<file path="src/common/vhold_pkg.sv">
// Shared constants and carrier types for the voltage hold controller.
`default_nettype none
package vhold_pkg;
  localparam int NCH = 4;
  // Clock and program cycle timing.
  localparam longint CLK_HZ = 125_000_000;
  localparam int PROG_CYCLE_MS = 5;
  localparam int PROG_CYCLE_CLKS = int'(CLK_HZ / 1000 * PROG_CYCLE_MS);
  localparam int HEALTHY_MS = 2500;
  localparam int HEALTHY_CYCLES = (HEALTHY_MS + PROG_CYCLE_MS - 1) / PROG_CYCLE_MS;
  localparam int DUR_STEP_MS = 10;
  localparam int DUR_TICKS_PER_STEP = DUR_STEP_MS / PROG_CYCLE_MS;
  // Register byte offsets.
  localparam logic [7:0] OFS_CTRL = 8'h00;
  localparam logic [7:0] OFS_THRESH = 8'h04;
  localparam logic [7:0] OFS_DURATION = 8'h08;
  localparam logic [7:0] OFS_PICKUP = 8'h0C;
  localparam logic [7:0] OFS_HARM_SEL = 8'h10;
  localparam logic [7:0] OFS_STATUS = 8'h14;
  localparam logic [7:0] OFS_HARM_OUT = 8'h18;
  localparam logic [7:0] OFS_PRI_SCALE = 8'h1C;
  localparam logic [7:0] OFS_PU_SCALE = 8'h20;
  // Control field positions.
  localparam int CTRL_ENABLE = 0;
  localparam int CTRL_CUR_QUAL = 1;
  localparam int CTRL_HARM_ABS = 2;
  localparam int CTRL_DISP_LO = 3;
  localparam int CTRL_MODE_LO = 8;
  localparam int CTRL_U3_USED = 10;
  localparam int CTRL_U4_USED = 11;
  // Reset values and setting limits.
  localparam logic [31:0] CTRL_RESET = 32'h0000_0001;
  localparam logic [15:0] THRESH_RESET = 16'h05DC;
  localparam logic [15:0] THRESH_MIN = 16'h000A;
  localparam logic [15:0] THRESH_MAX = 16'h1388;
  localparam logic [15:0] DUR_RESET = 16'h05DC;
  localparam logic [15:0] DUR_MIN = 16'h0002;
  localparam logic [15:0] DUR_MAX = 16'h1388;
  localparam logic [15:0] PICKUP_RESET = 16'h0064;
  localparam logic [4:0] HARM_ORD_MIN = 5'h02;
  localparam logic [4:0] HARM_ORD_MAX = 5'h1F;
  localparam logic [15:0] SCALE_RESET = 16'h0001;
  localparam logic [15:0] ANGLE_FULL = 16'h8CA0;
  localparam logic [15:0] PCT_FULL = 16'h2710;
  localparam logic [1:0] MODE_TWO_LINE_SYNC = 2'h2;
  typedef enum logic [1:0] {DISP_PU, DISP_PRI, DISP_SEC} disp_t;
  // Live voltage measurements of one program cycle.
  typedef struct packed {
    logic [NCH-1:0] used;
    logic [NCH-1:0][15:0] mag;
    logic [NCH-1:0][15:0] ang;
  } meas_t;
  // Values handed to the directional protection.
  typedef struct packed {
    logic active;
    logic [NCH-1:0][15:0] amp;
    logic [NCH-1:0][15:0] ang;
  } hold_t;
endpackage
`default_nettype wire

</file>
<file path="src/rtl/voltage_hold.sv">
// Voltage angle hold controller with harmonic display and sync-angle validity.
//
// How it works
// - An enable control bit; when cleared the hold never engages.
// - Voltages must have been healthy over 2.5 s before engaging.
// - Every used voltage must be below the entry threshold together.
// - With the current qualifier on, one phase current must exceed pickup.
// - Engaged amplitude output is the entry threshold, whatever the live voltage.
// - Engaged angle output is the angle latched just before the fault.
// - A hold active output is high whenever the hold is engaged.
// - Blocking input is sampled at each program cycle start.
// - Engaged time is limited by a definite-time setting of 0.02 to 50.00 s.
// - On expiry values stop, protection is blocked, start and trip cleared.
// - Harmonic content is shown as percent of fundamental or absolute.
// - Harmonic display is per-unit, primary volts or secondary volts.
// - Any harmonic order 2 to 31 is reported per input at 0.01 V.
// - Sync angles are valid only in two-line-plus-sync mode with both used.
// - Angles are reported from 0.00 to 359.99 degrees in 0.01 degree steps.
// - Entry threshold is set in 0.01 percent steps, default 15.00 percent.
`default_nettype none
module voltage_hold
  import vhold_pkg::*;
#(
  parameter int PROG_CLKS = PROG_CYCLE_CLKS
) (
  input wire logic clock,
  input wire logic srst,
  input wire logic [7:0] paddr,
  input wire logic psel,
  input wire logic penable,
  input wire logic pwrite,
  input wire logic [31:0] pwdata,
  output logic pready,
  output logic [31:0] prdata,
  output logic pslverr,
  input wire meas_t meas,
  input wire logic [2:0][15:0] phase_cur,
  input wire logic block_pin,
  input wire logic [15:0] harm_mag,
  input wire logic [15:0] fund_mag,
  output logic [4:0] harm_order,
  output logic [1:0] harm_chan,
  output hold_t hold_out,
  output logic prot_block,
  output logic start_trip_clear,
  output logic sync_ang_valid,
  output logic [9:0] event_pulse
);
  typedef enum logic [1:0] {ST_QUALIFY, ST_ENGAGED, ST_EXPIRED} state_t;

  state_t state_r;
  logic [31:0] ctrl_r;
  logic [15:0] thresh_r;
  logic [15:0] dur_r;
  logic [15:0] pickup_r;
  logic [15:0] pri_scale_r;
  logic [15:0] pu_scale_r;
  logic [31:0] harm_out_r;
  logic [19:0] prog_cnt_r;
  logic tick;
  logic block_lvl;
  logic blocked_r;
  logic [9:0] healthy_cnt_r;
  logic [16:0] hold_cnt_r;
  logic [16:0] hold_limit;
  logic [NCH-1:0][15:0] saved_ang_r;
  logic [NCH-1:0][15:0] live_ang;
  logic [NCH-1:0] below;
  logic low_all;
  logic any_low;
  logic cur_high;
  logic qualified;
  logic armed;
  logic drop;
  logic engaged;
  logic wr_en;
  logic setup;
  logic mapped;
  logic [4:0] prev_flags_r;
  logic [4:0] flags;
  logic div_done;
  logic [31:0] div_quo;
  logic [31:0] harm_scaled;

  // Clamp a written setting into its legal span.
  function automatic logic [15:0] clamp16(input logic [15:0] v, input logic [15:0] lo,
                                          input logic [15:0] hi);
    clamp16 = (v < lo) ? lo : ((v > hi) ? hi : v);
  endfunction

  // Decide whether an offset names a register.
  function automatic logic is_mapped(input logic [7:0] a);
    is_mapped = a == OFS_CTRL || a == OFS_THRESH || a == OFS_DURATION
             || a == OFS_PICKUP || a == OFS_HARM_SEL || a == OFS_STATUS
             || a == OFS_HARM_OUT || a == OFS_PRI_SCALE || a == OFS_PU_SCALE;
  endfunction

  // Fold an angle into the 0.00 to 359.99 degree span.
  function automatic logic [15:0] wrap_angle(input logic [15:0] a);
    wrap_angle = (a >= ANGLE_FULL) ? a - ANGLE_FULL : a;
  endfunction

  // The slave always answers in the first access cycle.
  assign pready = 1'b1;
  assign setup = psel && !penable;
  assign wr_en = psel && penable && pwrite && mapped;
  assign mapped = is_mapped(paddr);
  assign pslverr = psel && penable && !mapped;

  // Control and setting registers written by software.
  always_ff @(posedge clock) begin
    if (srst) begin
      ctrl_r <= CTRL_RESET;
      thresh_r <= THRESH_RESET;
      dur_r <= DUR_RESET;
      pickup_r <= PICKUP_RESET;
      harm_order <= HARM_ORD_MIN;
      harm_chan <= 2'h0;
      pri_scale_r <= SCALE_RESET;
      pu_scale_r <= SCALE_RESET;
    end else if (wr_en) begin
      unique case (paddr)
        OFS_CTRL: ctrl_r <= pwdata & 32'h0000_0F1F;
        OFS_THRESH: thresh_r <= clamp16(pwdata[15:0], THRESH_MIN, THRESH_MAX);
        OFS_DURATION: dur_r <= clamp16(pwdata[15:0], DUR_MIN, DUR_MAX);
        OFS_PICKUP: pickup_r <= pwdata[15:0];
        OFS_HARM_SEL: begin
          harm_order <= (pwdata[4:0] < HARM_ORD_MIN) ? HARM_ORD_MIN : pwdata[4:0];
          harm_chan <= pwdata[9:8];
        end
        OFS_PRI_SCALE: pri_scale_r <= pwdata[15:0];
        OFS_PU_SCALE: pu_scale_r <= pwdata[15:0];
        default: ;
      endcase
    end
  end

  // Read data is captured in the setup cycle and stands through the access cycle.
  always_ff @(posedge clock) begin
    if (srst) begin
      prdata <= 32'h0;
    end else if (setup && !pwrite) begin
      unique case (paddr)
        OFS_CTRL: prdata <= ctrl_r;
        OFS_THRESH: prdata <= {16'h0, thresh_r};
        OFS_DURATION: prdata <= {16'h0, dur_r};
        OFS_PICKUP: prdata <= {16'h0, pickup_r};
        OFS_HARM_SEL: prdata <= {22'h0, harm_chan, 3'h0, harm_order};
        OFS_STATUS: prdata <= {26'h0, state_r, flags[4], flags[2:0]};
        OFS_HARM_OUT: prdata <= harm_out_r;
        OFS_PRI_SCALE: prdata <= {16'h0, pri_scale_r};
        OFS_PU_SCALE: prdata <= {16'h0, pu_scale_r};
        default: prdata <= 32'h0;
      endcase
    end
  end

  // Program cycle divider; tick marks the start of each cycle.
  always_ff @(posedge clock) begin
    if (srst) begin
      prog_cnt_r <= 20'h0;
    end else if (prog_cnt_r == 20'(PROG_CLKS - 1)) begin
      prog_cnt_r <= 20'h0;
    end else begin
      prog_cnt_r <= prog_cnt_r + 20'h1;
    end
  end
  assign tick = prog_cnt_r == 20'h0;

  // Blocking pin arrives from outside the clock domain.
  pin_sync u_block_sync (
    .clock(clock),
    .srst(srst),
    .pin(block_pin),
    .level(block_lvl)
  );

  always_ff @(posedge clock) begin
    if (srst) begin
      blocked_r <= 1'b0;
    end else if (tick) begin
      blocked_r <= block_lvl;
    end
  end

  // Per-channel comparison against the entry threshold.
  genvar gi;
  generate
    for (gi = 0; gi < NCH; gi++) begin : g_ch
      assign below[gi] = meas.used[gi] && meas.mag[gi] < thresh_r;
      assign live_ang[gi] = wrap_angle(meas.ang[gi]);
    end
  endgenerate

  assign low_all = (meas.used != '0) && (below == meas.used);
  assign any_low = below != '0;
  assign cur_high = (phase_cur[0] > pickup_r) || (phase_cur[1] > pickup_r)
                 || (phase_cur[2] > pickup_r);
  assign qualified = low_all && (!ctrl_r[CTRL_CUR_QUAL] || cur_high);
  assign armed = healthy_cnt_r > 10'(HEALTHY_CYCLES);
  assign drop = !ctrl_r[CTRL_ENABLE] || block_lvl || !qualified; // Acted on only at a tick.
  assign engaged = state_r == ST_ENGAGED;
  assign hold_limit = 17'(dur_r * DUR_TICKS_PER_STEP);

  always_ff @(posedge clock) begin
    if (srst) begin
      healthy_cnt_r <= 10'h0;
    end else if (tick) begin
      if (any_low || meas.used == '0) begin
        healthy_cnt_r <= 10'h0;
      end else if (!armed) begin
        healthy_cnt_r <= healthy_cnt_r + 10'h1;
      end
    end
  end

  always_ff @(posedge clock) begin
    if (srst) begin
      saved_ang_r <= '0;
    end else if (tick && state_r == ST_QUALIFY && !any_low) begin
      saved_ang_r <= live_ang;
    end
  end

  // Hold state machine, advanced once per program cycle.
  always_ff @(posedge clock) begin
    if (srst) begin
      state_r <= ST_QUALIFY;
      hold_cnt_r <= 17'h0;
      start_trip_clear <= 1'b0;
    end else begin
      start_trip_clear <= 1'b0;
      if (tick) begin
        unique case (state_r)
          ST_QUALIFY: begin
            hold_cnt_r <= 17'h0;
            if (!drop && armed) begin
              state_r <= ST_ENGAGED;
            end
          end
          ST_ENGAGED: begin
            hold_cnt_r <= hold_cnt_r + 17'h1;
            if (drop) begin
              state_r <= ST_QUALIFY;
            end else if (hold_cnt_r + 17'h1 >= hold_limit) begin
              state_r <= ST_EXPIRED;
              start_trip_clear <= 1'b1;
            end
          end
          ST_EXPIRED: begin
            if (drop) begin
              state_r <= ST_QUALIFY;
            end
          end
        endcase
      end
    end
  end

  assign prot_block = state_r == ST_EXPIRED;
  assign sync_ang_valid = ctrl_r[CTRL_MODE_LO +: 2] == MODE_TWO_LINE_SYNC
                       && ctrl_r[CTRL_U3_USED] && ctrl_r[CTRL_U4_USED];

  // Values for the directional protection.
  always_ff @(posedge clock) begin
    if (srst) begin
      hold_out <= '0;
    end else begin
      hold_out.active <= engaged;
      for (int i = 0; i < NCH; i++) begin
        hold_out.amp[i] <= engaged ? thresh_r : meas.mag[i];
        hold_out.ang[i] <= engaged ? saved_ang_r[i] : live_ang[i];
      end
    end
  end

  // Event flags: enable, low, current high, in use, blocked.
  assign flags = {blocked_r, engaged, cur_high, low_all, ctrl_r[CTRL_ENABLE]};

  // Rising and falling edges of each flag as one-cycle event pulses.
  always_ff @(posedge clock) begin
    if (srst) begin
      prev_flags_r <= {4'h0, CTRL_RESET[CTRL_ENABLE]};
      event_pulse <= 10'h0;
    end else begin
      prev_flags_r <= flags;
      for (int i = 0; i < 5; i++) begin
        event_pulse[2*i] <= flags[i] && !prev_flags_r[i];
        event_pulse[2*i+1] <= !flags[i] && prev_flags_r[i];
      end
    end
  end

  pct_divider u_pct (
    .clock(clock),
    .srst(srst),
    .start(tick),
    .num(32'(harm_mag) * 32'(PCT_FULL)),
    .den(fund_mag),
    .done(div_done),
    .quo(div_quo)
  );

  always_comb begin
    unique case (disp_t'(ctrl_r[CTRL_DISP_LO +: 2]))
      DISP_PU: harm_scaled = 32'(harm_mag) * 32'(pu_scale_r);
      DISP_PRI: harm_scaled = 32'(harm_mag) * 32'(pri_scale_r);
      default: harm_scaled = 32'(harm_mag);
    endcase
  end

  always_ff @(posedge clock) begin
    if (srst) begin
      harm_out_r <= 32'h0;
    end else if (ctrl_r[CTRL_HARM_ABS]) begin
      if (tick) begin
        harm_out_r <= harm_scaled;
      end
    end else if (div_done) begin
      harm_out_r <= div_quo;
    end
  end
endmodule // voltage_hold
`default_nettype wire

</file>
<file path="src/rtl/pin_sync.sv">
// Three-stage pin synchroniser that accepts a change once stages two and three agree.
`default_nettype none
module pin_sync
  import vhold_pkg::*;
(
  input wire logic clock,
  input wire logic srst,
  input wire logic pin,
  output logic level
);
  logic [2:0] stage_r;

  // Shift the pin through three flops; stage one feeds only stage two.
  always_ff @(posedge clock) begin
    if (srst) begin
      stage_r <= 3'h0;
    end else begin
      stage_r <= {stage_r[1:0], pin};
    end
  end

  // Hold the level until the two later stages agree.
  always_ff @(posedge clock) begin
    if (srst) begin
      level <= 1'b0;
    end else if (stage_r[1] == stage_r[2]) begin
      level <= stage_r[2];
    end
  end
endmodule // pin_sync
`default_nettype wire

</file>
<file path="src/rtl/pct_divider.sv">
// Iterative unsigned divider used for harmonic percentage figures.
`default_nettype none
module pct_divider
  import vhold_pkg::*;
(
  input wire logic clock,
  input wire logic srst,
  input wire logic start,
  input wire logic [31:0] num,
  input wire logic [15:0] den,
  output logic done,
  output logic [31:0] quo
);
  logic [31:0] q_r;
  logic [16:0] rem_r;
  logic [5:0] cnt_r;
  logic [15:0] den_r;
  logic [16:0] trial;

  assign trial = {rem_r[15:0], q_r[31]} - {1'b0, den_r};

  // One quotient bit per clock; a zero divisor saturates the result.
  always_ff @(posedge clock) begin
    if (srst) begin
      q_r <= 32'h0;
      rem_r <= 17'h0;
      cnt_r <= 6'h0;
      den_r <= 16'h0;
      done <= 1'b0;
      quo <= 32'h0;
    end else begin
      done <= 1'b0;
      if (start && cnt_r == 6'h0) begin
        q_r <= num;
        rem_r <= 17'h0;
        den_r <= den;
        cnt_r <= 6'h20;
      end else if (cnt_r != 6'h0) begin
        cnt_r <= cnt_r - 6'h01;
        if (!trial[16]) begin
          rem_r <= trial;
          q_r <= {q_r[30:0], 1'b1};
        end else begin
          rem_r <= {rem_r[15:0], q_r[31]};
          q_r <= {q_r[30:0], 1'b0};
        end
        if (cnt_r == 6'h01) begin
          done <= 1'b1;
          quo <= (den_r == 16'h0) ? 32'hFFFF_FFFF : (!trial[16] ? {q_r[30:0], 1'b1}
                                                             : {q_r[30:0], 1'b0});
        end
      end
    end
  end
endmodule // pct_divider
`default_nettype wire

</file>
<file path="config.mk">
export PLATFORM = sky130hd
export DESIGN_NAME = voltage_hold
export DESIGN_NICKNAME = d
export VERILOG_FILES = /design/src/common/vhold_pkg.sv /design/src/rtl/voltage_hold.sv /design/src/rtl/pin_sync.sv /design/src/rtl/pct_divider.sv
export SDC_FILE = /design/constraint.sdc
export NUM_CORES = 2
export LEC_CHECK = 0
export BUFFER_PORTS_ARGS = -buffer_cell sky130_fd_sc_hd__buf_2
export CAP_MARGIN = 20
export CORE_MARGIN = 3
export CORE_UTILIZATION = 60
export DETAILED_ROUTE_END_ITERATION = 6
export PLACE_DENSITY = 0.81
export RECOVER_POWER = 25
export SLEW_MARGIN = 20
export SYNTH_ARGS = -nofsm -noshare
export SYNTH_HDL_FRONTEND = slang
export SYNTH_SLANG_ARGS = --single-unit
</file>
<file path="constraint.sdc">
create_clock -name clock -period 10.7 [get_ports clock]
set_clock_uncertainty 0.2 [all_clocks]
set_input_delay 3.21 -clock clock [delete_from_list [all_inputs] [get_ports clock]]
set_output_delay 3.21 -clock clock [all_outputs]
set_load 0.1 [all_outputs]
</file>
==> impl_summary.md <==
Logic synthesis
In the synthesized netlist, the cells that appear most often are sky130_fd_sc_hd__nand2_1 (707), sky130_fd_sc_hd__inv_1 (624), sky130_fd_sc_hd__dfxtp_1 (525). The unique cell type count in the Yosys netlist is 91. The share of synthesized registers carrying an async set or reset is 0%. After synthesis the cells add up to 44,400 um2. The mean instance size in the synthesized netlist is 8.55 um2. The synthesized design contains 0 enable-type register cells. The most repeated cell in the gate-level netlist after synthesis is sky130_fd_sc_hd__nand2_1. The largest total area in the synthesized netlist belongs to sky130_fd_sc_hd__dfxtp_1. Counting every net in the synthesized netlist gives 6,312. The portion of synthesized area spent on multiplexers is 2.48%. After synthesis, flip-flops and latches occupy 23.7% of the total area.

The dominant combinational cell family by area after synthesis is adder cells. The total number of yosys warnings is 0. Summing the areas of all xor and xnor instances in the mapped netlist gives 2.78% of the synthesized area. Synthesis inferred 525 register bits. For this run, the leading register cell type out of synthesis is sky130_fd_sc_hd__dfxtp_1.

The adder-cell share of the synthesized area is 31.3%. The area share of the largest cell type after synthesis is 23.7%. By area the synthesized netlist is led by sky130_fd_sc_hd__dfxtp_1 (24%), sky130_fd_sc_hd__fa_1 (19%), sky130_fd_sc_hd__ha_1 (12%). The post-synthesis simple-gate area fraction is 17.5%. Counting every instance in the synthesized netlist gives 5,198. The synthesized netlist devotes 14.5% of its cell area to compound gates.

Worst setup path
Counting stages on the worst path, the most repeated cell is sky130_fd_sc_hd__fa_1. The largest single stage delay on the critical path is 620 ps. The setup check on the worst reg-to-reg path leaves a slack of 3190 ps. The worst setup path is captured at a register. The largest individual stage delay along the critical path comes from the cell sky130_fd_sc_hd__buf_2. STA classifies the critical path startpoint as a primary input. The critical path in this run is classified as primary input to register.

Of all nets on the critical path, the largest fanout is 27. Walking the worst path, the cells encountered are buf_2 -> and2_1 -> fa_1 -> inv_1 -> fa_1 -> fa_1 -> fa_1 -> inv_1 -> fa_1 -> inv_1 -> fa_1 -> inv_1 -> ha_1 -> or3_2 -> o221ai_1 -> a21oi_1 -> o21ai_0 -> nand2_1 -> a31oi_1 -> o21ai_0 -> mux2i_1 -> a221oi_1 -> nor4_1. Data on the critical path is required at its endpoint by 10,760 ps. STA puts the critical path data arrival time at 9860 ps.

Finish
The filler cells instantiated in the layout total 5,909. The post-route standard cell area excluding fillers is 49,000 um2. Cells with a size suffix above 1 make up 12.2% of the layout. The number of nets in the layout is 6,585. The area taken by multi-input logic gates is 30,500 um2. The layout overhead on the synthesized area is 10.2%. The area taken by flip-flops and latches is 10,500 um2.

Clock network
After clock tree synthesis, the clock-pin slew on the worst setup and hold paths is 60 ps. The CTS tree is yes. The number of levels in the clock H-tree is 2. Post-CTS timing repair inserted 0 buffers for setup. The source-to-sink clock delay at the later pin of the worst-skew pair is 600 ps.

Counting every sink on the clock net gives 525. The number of buffers inserted during clock tree synthesis is 48. The count of hold buffers inserted by post-cts repair is 0. The tree is rooted in a sky130_fd_sc_hd__clkbuf_16. The maximum clock insertion buffer count is 3.

The number of gates resized after cts is 0.

Power and ir drop
For this design the static power due to leakage is 23.2 nW. The share of total power dissipated in sequential elements is 36.0%. The net switching component of the power is 2.35 mW. The worst-case IR drop observed on VDD is 0.215 mV. Per report_power, the combinational group accounts for 34.8% of the total.

The power per cell area is 129 nW/um2. Net switching is 37.2% of the power. The internal portion of the total power is 3.96 mW. The relative contribution of the clock network to total power is 29.1%.

Placement
The congestion estimate from routability-driven global placement came to 0.973. The total half-perimeter wirelength after legalization and detailed placement is 98,700 um. The quantity of I/O buffers inserted on ports is 423. In this run the cell area measured after placement is 47,300 um2. The placement-stage worst setup slack is 452 ps.

Global route
Entering global routing, the biggest net connects 211 pins. The initial antenna violation count is 10. Global routing used 33.5% of the available tracks across all layers. The via count of the first global-routing pass is 38,800.

The first global-routing pass estimated 208,000 um of wire. The total congestion overflow after global routing is 0.

Detailed routing
The first detailed-routing pass ran for 7 iterations. The total length of routed wires is 132,000 um. The number of nets with antenna violations after routing is 0.

After the first detailed-routing iteration, the DRC count stood at 3,977. The remaining design rule violation count is 8. Dividing the detail-routed wire length by the instance count gives 20.4 um. The routed layout has 38,900 vias. The average via count per standard cell is 6.00.

STA
The post-route clock period utilization is 91.6%. The maximum achievable frequency is 0.102 GHz. The final-report hold violation count is 0. Counting I/O delays and the setup requirement, the final critical path takes 9800 ps. Setup repair after global routing left no endpoint under its margin. At the pin with the least slew margin, the transition time is 4910 ps.

The number of slew-limit violations in the final report came to 275. In this run the tightest slew margin relative to its limit is -228%. In the final timing run, aggregate negative setup slack is 0 ps.

Setup violations remaining at the end of the flow were counted as 0. After layout, the worst setup slack is 897 ps.

Floorplan
The initial utilization of the core area, before any placement, comes to 60.7%. The die boundary height is 278 um. The boundary pin count is 441. The number of core rows is 99. The floorplan die area is 77,400 um2. The die extent in x is 278 um.

The core footprint is 73,200 um2.

Run
The tool flagged a number of max-cap violations equal to 3.

Hold path
The class of the tightest hold or removal check is register to register.

Status
The run finished, with violations left. The final reports fail on DRC, capacitance limit, slew limit.
## layer usage
layer	track usage, %	part of all wire [%]	vias to the layer above	wire length, um
met5	0	0.042	-	56
met4	14.8	5.0	8	6610
met3	7.00	10	432	13200
met2	54.2	46	1871	60300
met1	43.8	39	18800	51900
li1	-	-	17800	-
## through the flow
stage | power [mW] | util [%] | hold slack (ps) | cells
finish | 6.31 | 66.9 | 235 | 6475
global route | 6.62 | 66.9 | 246 | 6473
CTS | 6.28 | 66.9 | 232 | 6469
detailed placement | 4.46 | 64.6 | 200 | 6379
global placement | 4.39 | 64.6 | 195 | 6378
floorplan | 3.94 | - | 183 | 5198
## final cells by class
class | instances | area share (%)
sequential | 525 | 21.5
multi-input combinational | 3770 | 62.3
timing repair buffer | 501 | 5.55
clock buffer | 63 | 2.73
inverter | 625 | 4.79
tap | 959 | 2.45
antenna | 5 | 0.0256
clock inverter | 27 | 0.677
## worst max-delay path, delay by kind of cell
family,cells,cell delay [ps]
multiplexers,1,160
adder cells (fa/ha/maj),7,3140
AND/OR/NAND/NOR,4,900
AO/OA/AOI/OAI,6,1520
buffers and inverters,5,880
## path summary, 6_finish.rpt
kind / from / to / cells after the start
worst max-delay path: harm_mag[5] / harm_out_r[24] / 23
worst min-delay path: prev_flags_r[4] / event_pulse[8] / 1
worst max register to register: pu_scale_r[12] / harm_out_r[30] / 21
worst min register to register: prev_flags_r[4] / event_pulse[8] / 1
## flip-flops by register name, summed over array words and instances (netlist names), 17 cells and up
signal       count
prog_cnt_r      20
hold_cnt_r      17
hold_out       128
harm_out_r      32
prdata          32
saved_ang_r     64
u_pct.q_r       32
u_pct.quo       32
## layout by cell type, fill, tap and decap left out, drive strengths merged, types with 103 or more instances in the layout
master	count
buf	498
o21ai	149
nand2	707
inv	628
ha	432
a21oi	363
dfxtp	525
nor2	388
mux2i	103
fa	424
and2	239
## kinds of logic (layout without fill, tap and decap cells)
| group | Yosys count | in the layout |
|---|---|---|
| AOI/OAI and AO/OA | 975 | 975 |
| and+or+nand+nor | 1688 | 1688 |
| muxes | 109 | 109 |
| other | 1 | 6 |
| buffers and inverters | 903 | 1216 |
| xor gates and xnor gates | 141 | 141 |
| adders and majority gates | 856 | 856 |
| DFF | 525 | 525 |
## power groups by stage
| stage | sequential [mW] | clock, mW | combinational [mW] |
|---|---|---|---|
| final | 2.27 | 1.84 | 2.20 |
| after global placement | 2.30 | 0 | 2.08 |
| after global routing | 2.29 | 1.92 | 2.41 |
| after detailed placement | 2.31 | 0 | 2.15 |
| after floorplan | 2.52 | 0 | 1.42 |
| after CTS | 2.27 | 1.84 | 2.17 |
Note: power is estimated with default switching activity, not from simulation.
